[config.mk]
export PLATFORM = sky130hd
export DESIGN_NAME = rng_health_gated_output
export DESIGN_NICKNAME = d
export VERILOG_FILES = /design/src/rtl/rng_health_pkg.sv /design/src/rtl/rng_health_gated_output.sv
export VERILOG_INCLUDE_DIRS = /design/src /design/src/rtl
export SDC_FILE = /design/constraint.sdc
export NUM_CORES = 1
export LEC_CHECK = 0
export ABC_AREA = 1
export BUFFER_PORTS_ARGS = -buffer_cell sky130_fd_sc_hd__buf_4
export CAP_MARGIN = 5
export CORE_AREA = 2 2 261 212
export CTS_CLUSTER_DIAMETER = 60
export DETAILED_ROUTE_END_ITERATION = 10
export DIE_AREA = 0 0 263 214
export SLEW_MARGIN = 20
export SYNTH_ARGS = -nofsm -noshare
export SYNTH_HDL_FRONTEND = slang
export SYNTH_SLANG_ARGS = --single-unit
export TNS_END_PERCENT = 10
[constraint.sdc]
create_clock -name i_clk_sys -period 2.3 [get_ports i_clk_sys]
set_clock_uncertainty 0.05 [all_clocks]
set_input_delay 0.115 -clock i_clk_sys [delete_from_list [all_inputs] [get_ports i_clk_sys]]
set_output_delay 0.115 -clock i_clk_sys [all_outputs]
set_load 0.005 [all_outputs]
[src/rtl/rng_health_defs.svh]
`ifndef RNG_HEALTH_DEFS_SVH
`define RNG_HEALTH_DEFS_SVH
// ==========================================================
// Timing and test constants
`define RNG_CLK_HZ          20000000
`define RNG_TF_RUN_DEF      32
`define RNG_PU_BITS_DEF     1024
`define RNG_OT_WIN_DEF      256
`define RNG_OT_LOW_DEF      64
`define RNG_OT_HIGH_DEF     192
`define RNG_ST_CYCLES       16
`define RNG_AUTO_PERIOD_DEF 65536
`endif

[src/rtl/rng_health_pkg.sv]
package rng_health_pkg;
  typedef enum logic [2:0] {
    ST_IDLE = 3'b000,
    ST_PWRUP = 3'b001,
    ST_RUN = 3'b011,
    ST_FAIL = 3'b010
  } rng_state_type;
endpackage : rng_health_pkg

[src/rtl/rng_health_gated_output.sv]
`timescale 1ns/1ps
`include "rng_health_defs.svh"
// Notes on behaviour
// - Total-failure check runs from start-up; failure means no output ever.
// - Total failure in operation discards the word holding post-failure bits.
// - Online test screens raw bits at start-up and during operation.
// - Output blocked until power-up online test passes, and after any defect.
// - Online test runs continuously, one verdict per fixed window.
// - Words delivered are 8 or 16 bits wide.
// - Entropy quality is a property of the source, not of this logic.
// - Continuous output test: equal consecutive 16-bit words flag a defect; in byte mode it takes three equal bytes in a row.
// - Requested self-test forces the alarm line and checks it responds.
// - Self-test starts by software request or autonomously on a timer.
// - Manufacturing data written to a configuration page whose lock holds until the next reset.
module rng_health_gated_output
  import rng_health_pkg::*;
#(
  parameter int TF_RUN      = `RNG_TF_RUN_DEF,
  parameter int PU_BITS     = `RNG_PU_BITS_DEF,
  parameter int OT_WIN      = `RNG_OT_WIN_DEF,
  parameter int OT_LOW      = `RNG_OT_LOW_DEF,
  parameter int OT_HIGH     = `RNG_OT_HIGH_DEF,
  parameter int AUTO_PERIOD = `RNG_AUTO_PERIOD_DEF,
  parameter int CFG_DEPTH   = 16
) (
  input  wire logic        i_clk_sys,
  input  wire logic        i_sys_rst,
  input  wire logic        i_raw_bit,
  input  wire logic        i_raw_valid,
  input  wire logic        i_word16,
  input  wire logic        i_word_ready,
  input  wire logic        i_selftest_req,
  input  wire logic        i_alarm_in,
  input  wire logic        i_cfg_we,
  input  wire logic [3:0]  i_cfg_addr,
  input  wire logic [15:0] i_cfg_wdata,
  input  wire logic        i_cfg_lock,
  output logic [15:0]      o_word,
  output logic             o_word_valid,
  output logic             o_word_is16,
  output logic             o_fail_sticky,
  output logic             o_pwrup_done,
  output logic             o_alarm_force,
  output logic             o_selftest_busy,
  output logic             o_selftest_pass,
  output logic             o_cfg_locked,
  output logic [15:0]      o_cfg_rdata
);
  // ==========================================================
  // Input synchronisers (raw source is asynchronous)
  logic [1:0] bit_s_r, val_s_r, alm_s_r;
  always_ff @(posedge i_clk_sys) begin
    if (i_sys_rst) begin
      bit_s_r <= 2'h0;
      val_s_r <= 2'h0;
      alm_s_r <= 2'h0;
    end else begin
      bit_s_r <= {bit_s_r[0], i_raw_bit};
      val_s_r <= {val_s_r[0], i_raw_valid};
      alm_s_r <= {alm_s_r[0], i_alarm_in};
    end
  end
  logic raw_b, raw_v, raw_vd_r;
  assign raw_b = bit_s_r[1];
  always_ff @(posedge i_clk_sys) begin
    if (i_sys_rst) raw_vd_r <= 1'b0;
    else raw_vd_r <= val_s_r[1];
  end
  assign raw_v = val_s_r[1] & ~raw_vd_r;

  // ==========================================================
  // Total-failure test: a stuck run of TF_RUN equal bits
  logic        last_b_r;
  logic [15:0] run_r;
  logic        tot_fail;
  always_ff @(posedge i_clk_sys) begin
    if (i_sys_rst) begin
      last_b_r <= 1'b0;
      run_r    <= 16'h0;
    end else if (raw_v) begin
      last_b_r <= raw_b;
      run_r    <= (raw_b == last_b_r) ? run_r + 16'h1 : 16'h0;
    end
  end
  assign tot_fail = raw_v && (raw_b == last_b_r) && (run_r >= 16'(TF_RUN - 2));

  // ==========================================================
  // Online test: ones count per window, runs always
  logic [15:0] win_cnt_r, ones_r;
  logic        win_end, ot_defect;
  assign win_end = raw_v && (win_cnt_r == 16'(OT_WIN - 1));
  always_ff @(posedge i_clk_sys) begin
    if (i_sys_rst) begin
      win_cnt_r <= 16'h0;
      ones_r    <= 16'h0;
    end else if (raw_v) begin
      win_cnt_r <= win_end ? 16'h0 : win_cnt_r + 16'h1;
      ones_r    <= win_end ? 16'h0 : ones_r + {15'h0, raw_b};
    end
  end
  logic [15:0] ones_fin;
  assign ones_fin  = ones_r + {15'h0, raw_b};
  assign ot_defect = win_end && (ones_fin < 16'(OT_LOW) || ones_fin > 16'(OT_HIGH));

  // ==========================================================
  // Word assembly and output test
  logic [15:0] shreg_r, prev_word_r;
  logic [4:0]  nbits_r;
  logic        prev_ok_r, word_full, cont_fail;
  assign word_full = raw_v && (nbits_r == (i_word16 ? 5'd15 : 5'd7));
  logic [15:0] new_word;
  assign new_word  = {shreg_r[14:0], raw_b};
  assign cont_fail = word_full && prev_ok_r && (new_word == prev_word_r);

  rng_state_type state_r;
  logic [15:0]   pu_cnt_r;
  logic          any_fail;
  assign any_fail = tot_fail | ot_defect | cont_fail;

  always_ff @(posedge i_clk_sys) begin
    if (i_sys_rst) begin
      state_r  <= ST_IDLE;
      pu_cnt_r <= 16'h0;
    end else begin
      case (state_r)
        ST_IDLE:  state_r <= ST_PWRUP;
        ST_PWRUP: begin
          if (any_fail) state_r <= ST_FAIL;
          else if (raw_v) begin
            pu_cnt_r <= pu_cnt_r + 16'h1;
            if (pu_cnt_r == 16'(PU_BITS - 1)) state_r <= ST_RUN;
          end
        end
        ST_RUN:   if (any_fail) state_r <= ST_FAIL;
        default:  state_r <= ST_FAIL;
      endcase
    end
  end

  always_ff @(posedge i_clk_sys) begin
    if (i_sys_rst) begin
      shreg_r     <= 16'h0;
      nbits_r     <= 5'h0;
      prev_word_r <= 16'h0;
      prev_ok_r   <= 1'b0;
    end else if (raw_v) begin
      shreg_r <= new_word;
      nbits_r <= word_full ? 5'h0 : nbits_r + 5'h1;
      if (word_full) begin
        prev_word_r <= new_word;
        prev_ok_r   <= 1'b1;
      end
    end
  end

  // Word is dropped if it completes together with a failure, so no
  // post-failure bit can reach the consumer.
  always_ff @(posedge i_clk_sys) begin
    if (i_sys_rst) begin
      o_word       <= 16'h0;
      o_word_valid <= 1'b0;
      o_word_is16  <= 1'b0;
    end else begin
      if (state_r != ST_RUN || any_fail) o_word_valid <= 1'b0;
      else if (word_full && (!o_word_valid || i_word_ready)) begin
        o_word       <= i_word16 ? new_word : {8'h0, new_word[7:0]};
        o_word_is16  <= i_word16;
        o_word_valid <= 1'b1;
      end else if (i_word_ready) o_word_valid <= 1'b0;
    end
  end

  always_ff @(posedge i_clk_sys) begin
    if (i_sys_rst) begin
      o_fail_sticky <= 1'b0;
      o_pwrup_done  <= 1'b0;
    end else begin
      if (any_fail) o_fail_sticky <= 1'b1;
      if (state_r == ST_RUN) o_pwrup_done <= 1'b1;
    end
  end

  // ==========================================================
  // Alarm line self-test
  logic [15:0] st_cnt_r;
  logic [31:0] auto_cnt_r;
  logic        st_start;
  assign st_start = !o_selftest_busy
                    && (i_selftest_req || auto_cnt_r == 32'(AUTO_PERIOD - 1));
  always_ff @(posedge i_clk_sys) begin
    if (i_sys_rst) auto_cnt_r <= 32'h0;
    else auto_cnt_r <= st_start ? 32'h0 : auto_cnt_r + 32'h1;
  end
  always_ff @(posedge i_clk_sys) begin
    if (i_sys_rst) begin
      o_selftest_busy <= 1'b0;
      o_alarm_force   <= 1'b0;
      o_selftest_pass <= 1'b0;
      st_cnt_r        <= 16'h0;
    end else if (st_start) begin
      o_selftest_busy <= 1'b1;
      o_alarm_force   <= 1'b1;
      o_selftest_pass <= 1'b0;
      st_cnt_r        <= 16'h0;
    end else if (o_selftest_busy) begin
      st_cnt_r <= st_cnt_r + 16'h1;
      if (alm_s_r[1]) o_selftest_pass <= 1'b1;
      if (st_cnt_r == 16'(`RNG_ST_CYCLES - 1)) begin
        o_selftest_busy <= 1'b0;
        o_alarm_force   <= 1'b0;
      end
    end
  end

  // ==========================================================
  // Configuration page, write-locked from i_cfg_lock until reset
  logic [15:0] cfg_mem [CFG_DEPTH];
  always_ff @(posedge i_clk_sys) begin
    if (i_sys_rst) o_cfg_locked <= 1'b0;
    else if (i_cfg_lock) o_cfg_locked <= 1'b1;
  end
  always_ff @(posedge i_clk_sys) begin
    if (i_cfg_we && !o_cfg_locked) cfg_mem[i_cfg_addr] <= i_cfg_wdata;
  end
  always_ff @(posedge i_clk_sys) begin
    if (i_sys_rst) o_cfg_rdata <= 16'h0;
    else o_cfg_rdata <= cfg_mem[i_cfg_addr];
  end
endmodule : rng_health_gated_output

# --- Word level (Yosys, flattened, before mapping) ---
# Memory sizes are Yosys's and may differ from the RTL's. A register that Yosys moved wholly into a read port is not among the register bits.
# Cells that the tools add are included.
word_totals:
  register_bits: 184
  mem_bits_rw: 256
  inputBits: 30
  output_inout_bits: 40
  word_cells: 105
  n_memories: 1
op_classes:
  add_sub_neg: 7
  magnitude_cmp: 3
  n_eq_ne: 13
  mux: 21
  n_bitwise: 6
  n_reduce_logical: 29
mem_list:
  columns: ["name", "words", "width", "rd", "rd_ports_with_merged_regs", "wr", "line", "rtl"]
  rows:
  - ["cfg_mem", 16, 16, 1, 1, 1, "rng_health_gated_output.sv:217", "logic [15:0] cfg_mem [CFG_DEPTH];"]
ops:
  columns: ["operator", "count"]
  rows:
  - ["$add A16 B1 Y16 const B", 4]
  - ["$mux W16", 4]
  - ["$add A32 B1 Y32 const B", 1]
  - ["$eq A32 B16 Y1 const B", 1]
  - ["$add A16 B1 Y16", 1]
  - ["$eq A16 B10 Y1 const B", 1]
  - ["$eq A16 B16 Y1", 1]
  - ["$eq A16 B4 Y1 const B", 1]
  - ["$eq A16 B8 Y1 const B", 1]
  - ["$ge A16 B5 Y1 const B", 1]
  - ["$gt A16 B8 Y1 const B", 1]
  - ["$lt A16 B7 Y1 const B", 1]
  - ["$mux W3", 4]
  - ["$logic_and A1 B1 Y1", 10]
  - ["$mux W1", 10]
  - ["$pmux W3 S3", 1]
  - ["$reduce_and A2 Y1", 4]
  - ["$ne A3 B3 Y1 const B", 2]
  - ["$reduce_and A3 Y1", 2]
  - ["$reduce_bool A2 Y1", 3]
  - ["$add A5 B1 Y5 const B", 1]
  - ["$eq A5 B4 Y1", 1]
  - ["$mux W5", 1]
  - ["$logic_or A1 B1 Y1", 4]
  - ["12 further kinds", 18]

# --- Longest topological paths before layout ---
# Gate-level depths: netlist of run 1.
logic_depth:
  ltp_word: 9
  mapped_depth: 15

# --- Worst setup path before layout of run 1 ---
# OpenSTA, ideal clock, no wires.
synth_timing:
  path_kind: "flip-flop to flip-flop"
  start: "register bit_s_r[1]"
  end: "register pu_cnt_r[5]"
  setup_ns: 0.132
  arrival_ns: 2.120
  slack_ns: -0.002
  path_stages_with_launch: 15
  n_path_buf: 1
  period_less_slack_ns: 2.302
  cell_sequence: "dfxtp_1 > ha_1 > ha_1 > nand3_2 > nor2_4 > nand2_1 > nand2_1 > nor2_1 > a21oi_2 > nand3_2 > a21oi_4 > nand2_4 > buf_6 > nand2_1 > a21oi_1"
synth_between:
  elab_chain_cells: 8
  elab_cells_between_ends: 14
synth_rtl:
  columns: ["item", "line", "rtl"]
  rows:
  - ["start, declared", "rng_health_gated_output.sv:51", "logic [1:0] bit_s_r, val_s_r, alm_s_r;"]
  - ["start signal, assigned", "rng_health_gated_output.sv:58", "bit_s_r <= {bit_s_r[0], i_raw_bit};"]
  - ["$add A16 B1 Y16", "rng_health_gated_output.sv:102", "assign ones_fin = ones_r + {15'h0, raw_b};"]
  - ["$lt A16 B7 Y1 / $gt A16 B8 Y1 (equally long branches)", "rng_health_gated_output.sv:103", "assign ot_defect = win_end && (ones_fin < 16'(OT_LOW) || ones_fin > 16'(OT_HIGH));"]
  - ["$logic_or A1 B1 Y1", "rng_health_gated_output.sv:103", null]
  - ["$logic_and A1 B1 Y1", "rng_health_gated_output.sv:103", null]
  - ["$or A1 B1 Y1", "rng_health_gated_output.sv:118", "assign any_fail = tot_fail | ot_defect | cont_fail;"]
  - ["$or A1 B1 Y1 *", "rng_health_gated_output.sv:118", null]
  - ["$not A1 Y1 (no line) *", null, null]
  - ["$reduce_and A3 Y1 (no line) *", null, null]
  - ["end signal, assigned", "rng_health_gated_output.sv:130", "pu_cnt_r <= pu_cnt_r + 16'h1;"]
  - ["end, declared", "rng_health_gated_output.sv:116", "logic [15:0] pu_cnt_r;"]
# Mark *: on every way between the ends. The rest lies on a longest branch, timed or not.
# A chain may end at the register's enable or synchronous reset.

# --- Worst setup path after layout of run 1 ---
layout_timing:
  start: "register ones_r[0]"
  end: "register pu_cnt_r[0]"
layout_between:
  elab_chain_cells: 8
  elab_cells_between_ends: 9
layout_rtl:
  columns: ["item", "line", "rtl"]
  rows:
  - ["start, declared", "rng_health_gated_output.sv:89", "logic [15:0] win_cnt_r, ones_r;"]
  - ["start signal, assigned", "rng_health_gated_output.sv:98", "ones_r <= win_end ? 16'h0 : ones_r + {15'h0, raw_b};"]
  - ["$add A16 B1 Y16 *", "rng_health_gated_output.sv:102", null]
  - ["$lt A16 B7 Y1 / $gt A16 B8 Y1 (equally long branches)", "rng_health_gated_output.sv:103", null]
  - ["$logic_or A1 B1 Y1 *", "rng_health_gated_output.sv:103", null]
  - ["$logic_and A1 B1 Y1 *", "rng_health_gated_output.sv:103", null]
  - ["$or A1 B1 Y1 * (2 in a row)", "rng_health_gated_output.sv:118", null]
  - ["$not A1 Y1 (no line) *", null, null]
  - ["$reduce_and A3 Y1 (no line) *", null, null]
# Marked as above.

==> results_dict.tcl, run 1 <==
set metrics [dict create \
    rows 76 \
    finalHoldWorstSlack_ns 0.0794 \
    drive_above_1_share_pct 17.2 \
    yosysTopAreaCellShare_pct 41.3 \
    grt-ovfl-total 0 \
    worstHoldStart "i_sys_rst" \
    crit_slowest_cell "dfxtp_2" \
    fin_util_pct 42.6 \
    cts_buffers 48 \
    cts_root_buffer "clkbuf_16" \
    reg2reg_from "ones_r[0]$_SDFFE_PP0P_" \
    slew_headroom_pct 23.1 \
    multi_input_area_mm2 0.00630 \
    grt_pass1_wl_um 74200 \
    place_ws_ns -0.0986 \
    die-width_um 263 \
    path_max_fanout 6 \
    synth_top_area_cell "edfxtp_1" \
    ioPinCount 70 \
    worstPathCellList "ha_4 > ha_4 > buf_6 > inv_2 > nand2_2 > nand2_1 > nand2_1 > nor2_2 > nand3_2 > a21oi_2 > nand3_2 > a21oi_4 > buf_12 > buf_8 > buf_4 > nand3b_1 > a21oi_1" \
    htree_levels 2 \
    die_area_mm2 0.0563 \
    worstHoldPathType "in -> reg" \
    initial_core_util_pct 34.8 \
    powerDensity_mw_per_mm2 772 \
    cp.arrival_ns 2.83 \
    nNetsFinal 2030 \
    syn-cell-area_mm2 0.0186 \
    maxSlewViolCount 0 \
    synth_ff_type "edfxtp_1" \
    cts_tree "yes" \
    clock_path_buffers 3 \
    synth-seq-cells 454 \
    crit_family "simple AND/OR/NAND/NOR gates" \
    core_mm2 0.0534 \
    placement.io_buffers 69 \
    wl_per_cell_um 17.3 \
    grtUsageTotal_pct 16.4 \
    crit_buf_inv 5 \
    clk_pin_slew_ns 0.06 \
    post-route-min-period_ns 2.38 \
    synth_area_leaders "edfxtp_1 (41%), dfxtp_1 (21%), nand3_1 (5.3%)" \
    area_delta_synth_final_pct 22.4 \
    rsz0062_at_grt "yes" \
    wl_um 47400 \
    ant_nets 0 \
    ys_seq_area_share_pct 62.6 \
    cpPeakStageDelay_ns 0.33 \
    stdcell_count 2736 \
    post_dp_cell_area_mm2 0.0205 \
    gp_congestion 0.805 \
    async_flop_share_pct 0 \
    required_ns 2.75 \
    status "finished, violations left" \
    layout_common_cells "edfxtp_1 (256), nand2_1 (230), dfxtp_1 (194)" \
    drv_cap 0 \
    synth_edf_count 256 \
    register_area_mm2 0.0117 \
    cts.sinks 454 \
    grt_pass1_vias 13500 \
    finalSetupViolations 36 \
    num-fill-cells 5048 \
    hold_viol_final 0 \
    die_y_um 214 \
    violations "setup timing" \
    drt_first_iter_violations 1080 \
    path_class "reg -> reg" \
    peakVddDrop_mv 0.619 \
    tns_ns -1.52 \
    cp-start-kind "register" \
    final_area_mm2 0.0228 \
    power_leakage_nw 7.82 \
    grt_max_degree 91 \
    end_kind "register" \
    synth_cell_types 47 \
    firstDrtPassIters 5 \
    viasPerCell 5.13 \
    final_common_cell "edfxtp_1" \
    drc_errors 0 \
    num_vias 14000 \
    hpwl_um 29500 \
    antenna_found_initial 5 \
    dp_cells 2600 \
    fmax_ghz 0.419 \
    yosysWarningCount 0 \
    clk-insertion-delay-late_ns 0.64 \
    finalPower_mw 17.6 \
    setup.worst_path.start "ones_r[0]$_SDFFE_PP0P_" \
    fin_ws_ns -0.0844 \
    synth_cells 1831 \
    worst_pin_slew_ns 1.15 \
    min_period_over_period_pct 104 \
    syn-mean-instance-area_um2 10.2 \
    syn-num-nets 1870 \
]
## layout make-up
class,count,share of cell area (%)
flip-flops and latches,454,51.2
clock buffers,64,5.63
inverters,142,2.36
diodes,3,0.0329
clock inverters,26,1.63
repair buffers,202,7.68
multi-input cells,1143,27.7
well taps,702,3.85
## path summary, 6_finish.rpt
path | end | slack [ns] | cells past startpoint
worst max-delay path | pu_cnt_r[0]$_SDFFE_PP0P_ | -0.08 | 17
worst min-delay path | nbits_r[1]$_SDFFE_PP0P_ | 0.08 | 4
worst max register to register | pu_cnt_r[0]$_SDFFE_PP0P_ | -0.08 | 17
worst min register to register | alm_s_r[1]$_SDFF_PP0_ | 0.35 | 2
## cell usage after synthesis, drive strengths merged (9+ instances only)
library cell and instances:
a21oi 118, a22oi 67, a31oi 66, buf 17, clkbuf 77, dfxtp 198, edfxtp 256, ha 9
inv 142, nand2 248, nand3 202, nand4 46, nor2 167, nor3 44, nor3b 12, nor4 26
o21ai 49, or2 10, xnor2 13, xor2 32
## worst min-delay path, cell delays in order
cell and delay [ns]:
buf_4 0.09, inv_1 0.25, o21ai_0 0.18, nor2_1 0.05
## cell families (layout without fill, tap and decap cells)
| kind of cell | after synthesis | after routing | synth area share, % |
|---|---|---|---|
| xor+xnor | 45 | 45 | 2.12 |
| other cells | 0 | 3 | 0 |
| simple gates | 759 | 761 | 18.9 |
| flops | 454 | 454 | 62.6 |
| fa+ha+maj | 9 | 9 | 0.605 |
| compound gates | 328 | 328 | 10.8 |
| buf+inv | 236 | 434 | 4.96 |
## sequential cells by signal, indices dropped and copies added (netlist names), 2 cells and up
name,count
run_r,16
cfg_mem,256
o_cfg_rdata,16
alm_s_r,2
state_r,2
win_cnt_r,16
auto_cnt_r,32
val_s_r,2
shreg_r,15
pu_cnt_r,16
ones_r,16
bit_s_r,2
st_cnt_r,16
o_word,16
prev_word_r,16
nbits_r,5
## power breakdown
group          leakage (nW)  switching, mW  internal [mW]  total [mW]
logic                  3.11          0.541          0.277       0.817
registers              3.91         0.0531           8.66        8.72
clock network         0.802           3.39           4.67        8.06
## repair_timing
| item | 4_1_cts | 5_1_grt |
|---|---|---|
| setup endpoints to repair | 30 | 93 |
| hold buffers | 23 | 0 |
| buffers inserted | 14 | 4 |
| pin swaps | 20 | 13 |
| endpoints found under the hold margin | 272 | 0 |
| gates cloned | 2 | 0 |
| gates resized for setup | 25 | 34 |
## metal layers
layer  global-route usage [%]  routed length [µm]
met1                     23.8               22800
met2                     24.6               20700
met3                     3.46                2950
met4                     4.97                 974
met5                        0                  25
Power figures use the tool's default switching activity.
==> run 2: changes to the inputs <==
HOLD_SLACK_MARGIN = 0.03   (was not set)
clock period = 3 ns   (was 2.3 ns; I/O delays follow)
==> run 2 against run 1 <==
The run now ends clean. Non-clock buffer count shrank 45. Clock-buffer cell count shrank 3. Combinational power shrank 25%. Critical path type unchanged. Largest cell class unchanged.
==> results_dict.tcl, run 2 (same netlist as run 1, synthesis figures left out) <==
set metrics [dict create \
    ant_nets 0 \
    cts.sinks 454 \
    rows 76 \
    largest_reg_flops 256 \
    cp.arrival_ns 3.11 \
    num_vias 13900 \
    finalSetupViolations 0 \
    drive_above_1_share_pct 12.9 \
    maxSlewViolCount 0 \
    cp-start-kind "register" \
    cts_root_buffer "clkbuf_16" \
    viasPerCell 5.20 \
    placement.io_buffers 69 \
    grtUsageTotal_pct 15.8 \
    worstHoldPathType "in -> reg" \
    nNetsFinal 1982 \
    peakVddDrop_mv 0.469 \
    finalPower_mw 13.3 \
    reg2reg_slack_ns 0.34 \
    worst_pin_slew_ns 1.09 \
    post-route-min-period_ns 2.66 \
    min_period_over_period_pct 88.8 \
    top_regs "cfg_mem x256, auto_cnt_r x32" \
    required_ns 3.45 \
    initial_core_util_pct 34.8 \
    slew_headroom_pct 27.1 \
    antenna_found_initial 3 \
    clock_path_buffers 3 \
    largest_register "cfg_mem" \
    core_mm2 0.0534 \
    num-fill-cells 5099 \
    cts-resized-gates 0 \
    clk-insertion-delay-late_ns 0.61 \
    rsz0062_at_grt "no" \
    drc_errors 0 \
    grt_max_degree 55 \
    drt_first_iter_violations 1075 \
    powerDensity_mw_per_mm2 603 \
    die-width_um 263 \
    fmax_ghz 0.376 \
    ioPinCount 70 \
    layout_common_cells "edfxtp_1 (256), nand2_1 (245), nand3_1 (198), dfxtp_1 (198), nor2_1 (139)" \
    clk_pin_slew_ns 0.06 \
    die_y_um 214 \
    wl_um 45500 \
    dp_cells 2565 \
    hpwl_um 28300 \
    tns_ns 0 \
    path_class "reg -> reg" \
    hold_viol_final 0 \
    grt_pass1_wl_um 72100 \
    grt_pass1_vias 13100 \
    cts_buffers 47 \
    final_common_cell "edfxtp_1" \
    final_area_mm2 0.0221 \
    die_area_mm2 0.0563 \
    cts_tree "yes" \
    path_max_fanout 16 \
    stdcell_count 2681 \
    power_leakage_nw 7.46 \
    grt-ovfl-total 0 \
    area_delta_synth_final_pct 18.8 \
    wl_per_cell_um 17.0 \
    drv_cap 0 \
    post_dp_cell_area_mm2 0.0202 \
    place_ws_ns 0.181 \
    fin_ws_ns 0.337 \
    htree_levels 2 \
    gp_congestion 0.815 \
    end_kind "register" \
    status "completed" \
    firstDrtPassIters 5 \
]
==> run 2: changes by cell type in the layout (fill, tap and decap cells not counted), moves of 5 or more <==
cell | previous run | this run
buf_4 | 161 | 122
nand2_1 | 230 | 245
nand2_2 | 12 | 1
a21oi_1 | 109 | 115
a21oi_2 | 8 | 2
nand3_1 | 192 | 198
buf_12 | 12 | 7
buf_6 | 5 | 0
dlygate4sd3_1 | 23 | 28
nand3_2 | 9 | 4
==> run 2: cell type report <==
type	instances	area [µm²]	area share [%]
Clock buffer	61	1280	5.78
Sequential cell	454	11700	52.7
Clock inverter	22	337	1.52
Antenna cell	2	5.00	0.0226
Tap cell	702	878	3.97
Timing Repair Buffer	157	1340	6.04
Inverter	142	533	2.41
Multi-Input combinational cell	1141	6100	27.6
==> run 2: final timing paths <==
check / startpoint / end / cells after the start
hold reg to reg: alm_s_r[0]$_SDFF_PP0_ / alm_s_r[1]$_SDFF_PP0_ / 2
hold / removal: i_cfg_addr[0] / o_cfg_rdata[0]$_SDFF_PP0_ / 5
setup / recovery: bit_s_r[1]$_SDFF_PP0_ / pu_cnt_r[15]$_SDFFE_PP0P_ / 14
setup reg to reg: bit_s_r[1]$_SDFF_PP0_ / pu_cnt_r[15]$_SDFFE_PP0P_ / 14
==> run 2: worst max-delay path: stages, from the launching register on <==
cell and delay [ns]:
dfxtp_1 0.40, ha_1 0.21, ha_1 0.25, nand3_2 0.13, nor2_4 0.20, nand3_1 0.12
nand2_1 0.10, nand3_2 0.07, nor2_2 0.10, nand3_2 0.13, a21oi_4 0.20, buf_12 0.15
buf_4 0.21, nand3_1 0.09, a21oi_1 0.16
==> run 2: repair_timing <==
action	CTS	global route
hold endpoints to repair	294	0
endpoints found under the setup margin	0	22
hold buffers	28	0
buffers inserted	0	3
==> run 2: per-layer routing <==
| layer | global-route usage, % | wire (µm) | vias to the layer above |
|---|---|---|---|
| li1 | - | - | 6737 |
| met2 | 24.1 | 20100 | 373 |
| met1 | 23.0 | 21800 | 6769 |
| met5 | 0 | 7 | - |
| met4 | 4.27 | 866 | 2 |
| met3 | 3.09 | 2730 | 59 |
==> run 2: stage by stage <==
stage | hold WS (ns) | util, %
3_5_place_dp | 0.311 | 37.8
4_1_cts | 0.221 | 41.3
6_report | 0.251 | 41.4
5_1_grt | 0.280 | 41.4
2_1_floorplan | 0.199 | -
3_3_place_gp | 0.306 | 37.8
==> run 2: power breakdown <==
part	switching (mW)	total [mW]	internal, mW
combinational	0.409	0.612	0.202
clock	2.50	6.05	3.55
sequential	0.0384	6.68	6.64
total	2.95	13.3	10.4
==> run 3: changes to the inputs <==
==> constraint.sdc (replaced) <==
create_clock -name i_clk_sys -period 3 [get_ports i_clk_sys]
set_clock_uncertainty 0.05 [all_clocks]
set_input_delay 0.3 -clock i_clk_sys [delete_from_list [all_inputs] [get_ports i_clk_sys]]
set_output_delay 0.3 -clock i_clk_sys [all_outputs]
set_load 0.005 [all_outputs]
==> run 3 against run 2 <==
Highest routed layer unchanged. Largest power group unchanged. Wire length is 1.7% lower. Hold slack better by 0.10 ns. Clock-buffer cell count is 8 higher. Clock power is 4.6% higher. Final area is 0.36% higher. Maximum frequency is 2.1% lower. Combinational power is 2% lower. Via count is 1.7% lower. Cell count is 0.30% higher. Sequential share of layout area is 0.19 points lower. Non-clock buffer count is 2 lower. Sequential power hardly changed.
==> results_dict.tcl, run 3 (same netlist as run 1, synthesis figures left out) <==
set metrics [dict create \
    status "completed" \
    multi_input_area_mm2 0.00610 \
    cts_tree "yes" \
    grt_max_degree 85 \
    clk_pin_slew_ns 0.06 \
    num-fill-cells 5113 \
    worstHoldPathType "in -> reg" \
    post-route-min-period_ns 2.72 \
    layout_common_cells "edfxtp_1 (256), nand2_1 (245), nand3_1 (198), dfxtp_1 (198), nor2_1 (139)" \
    ioPinCount 70 \
    area_delta_synth_final_pct 19.3 \
    cp_common_cell "nand2_1" \
    rows 76 \
    cpPeakStageDelay_ns 0.41 \
    cts_buffers 49 \
    path_max_fanout 17 \
    comb_power_share_pct 4.4 \
    wl_per_cell_um 16.6 \
    cts.sinks 454 \
    final_area_mm2 0.0222 \
    firstDrtPassIters 6 \
    largest_register "cfg_mem" \
    power_leakage_nw 7.52 \
    die-width_um 263 \
    worst_pin_slew_ns 1.09 \
    drv_cap 0 \
    die_area_mm2 0.0563 \
    grtUsageTotal_pct 15.7 \
    hpwl_um 28100 \
    peakVddDrop_mv 0.506 \
    grt-ovfl-total 0 \
    grt_pass1_vias 13100 \
    cp-start-kind "register" \
    cp.arrival_ns 3.11 \
    initial_core_util_pct 34.8 \
    viasPerCell 5.10 \
    maxSlewViolCount 0 \
    hold_depth 5 \
    sequentialPowerShare_pct 49.1 \
    min_period_over_period_pct 90.6 \
    gp_congestion 0.819 \
    placement.io_buffers 69 \
    p_sw_share_pct 21.5 \
    pwr-share-clk_pct 46.5 \
    p_int_mw 10.7 \
    register_area_mm2 0.0117 \
    largest_reg_flops 256 \
    drt_first_iter_violations 1066 \
    end_kind "register" \
    grt_pass1_wl_um 71500 \
    top_regs "cfg_mem x256, auto_cnt_r x32" \
    clock_path_buffers 3 \
    fmax_ghz 0.368 \
    slew_headroom_pct 27.3 \
    hold_viol_final 0 \
    cts-resized-gates 0 \
    num_vias 13700 \
    clk-insertion-delay-late_ns 0.60 \
    wl_um 44700 \
    crit_family "simple AND/OR/NAND/NOR gates" \
    power_switching_mw 2.93 \
    core_mm2 0.0534 \
    tns_ns 0 \
    finalSetupViolations 0 \
    cts_root_buffer "clkbuf_16" \
    final_common_cell "edfxtp_1" \
    htree_levels 2 \
    cp.depth 13 \
    r2r_cells 13 \
    path_class "reg -> reg" \
    post_dp_cell_area_mm2 0.0202 \
    required_ns 3.39 \
    worstPathCellList "ha_1 > ha_1 > nand3_2 > nor2_4 > nand4_1 > nand2_1 > nand3_1 > nor2_2 > nand3_2 > nand2_1 > nand4_2 > nand2_1 > a21oi_1" \
    rsz0062_at_grt "no" \
    crit_slowest_cell "dfxtp_1" \
    die_y_um 214 \
    antenna_found_initial 5 \
    drive_above_1_share_pct 13.3 \
    drc_errors 0 \
    crit_buf_inv 0 \
    nNetsFinal 1982 \
    ant_nets 0 \
    powerDensity_mw_per_mm2 613 \
]
==> run 3: cell types whose count changed in the layout (fill, tap and decap cells not counted), sizes merged <==
cell and delta:
buf -1, clkbuf +8, clkinvlp -1, diode +2, dlygate4sd3 -1, inv +1
==> run 3: through the flow <==
stage / utilization, % / power, mW / instances / worst slack, ns / hold WS (ns)
2_1_floorplan: - / 7.11 / 1831 / 0.587 / 0.338
3_3_place_gp: 37.7 / 7.38 / 2565 / 0.370 / 0.348
3_5_place_dp: 37.7 / 7.39 / 2565 / 0.265 / 0.352
4_1_cts: 41.5 / 13.8 / 2683 / 0.224 / 0.344
5_1_grt: 41.5 / 14.1 / 2688 / 0.0161 / 0.360
6_report: 41.5 / 13.6 / 2689 / 0.281 / 0.353
==> run 3: power by group through the flow <==
| stage | clock network (mW) | registers (mW) | logic [mW] |
|---|---|---|---|
| after floorplan | 0 | 6.81 | 0.304 |
| after global placement | 0 | 6.81 | 0.570 |
| after detailed placement | 0 | 6.81 | 0.575 |
| after CTS | 6.49 | 6.68 | 0.608 |
| after global routing | 6.76 | 6.68 | 0.663 |
| final | 6.33 | 6.68 | 0.602 |
==> run 3: per-layer routing <==
metal  global-route usage (%)  wire, µm  up-vias
met5                        0        11        -
met4                     4.48       908        2
met3                     3.05      2780       66
met2                     24.1     19900      369
met1                     22.5     21100     6531
li1                         -         -     6739
==> run 3: layout make-up <==
type | count | area share (%)
Inverter | 142 | 2.40
Tap cell | 702 | 3.96
Clock buffer | 69 | 6.41
Multi-Input combinational cell | 1141 | 27.5
Timing Repair Buffer | 155 | 5.88
Sequential cell | 454 | 52.5
Antenna cell | 4 | 0.0451
Clock inverter | 22 | 1.34
==> run 3: worst paths after layout <==
check	from	to	slack, ns
worst max-delay path	bit_s_r[1]$_SDFF_PP0_	o_word[1]$_SDFFE_PP0P_	0.28
worst min-delay path	i_cfg_addr[0]	o_cfg_rdata[14]$_SDFF_PP0_	0.35
worst max register to register	bit_s_r[1]$_SDFF_PP0_	o_word[1]$_SDFFE_PP0P_	0.28
worst min register to register	alm_s_r[0]$_SDFF_PP0_	alm_s_r[1]$_SDFF_PP0_	0.36
==> run 3: timing repair <==
item / in CTS / in global routing
hold buffers: 27 / 0
endpoints found under the setup margin: 0 / 30
buffers inserted: 0 / 2
hold endpoints to repair: 273 / 0
==> run 3: worst register-to-register path: stages (launching register included) <==
cell and delay (ns):
dfxtp_1 0.41, ha_1 0.22, ha_1 0.26, nand3_2 0.13, nor2_4 0.20, nand4_1 0.14
nand2_1 0.11, nand3_1 0.10, nor2_2 0.11, nand3_2 0.12, nand2_1 0.10, nand4_2 0.36
nand2_1 0.20, a21oi_1 0.09
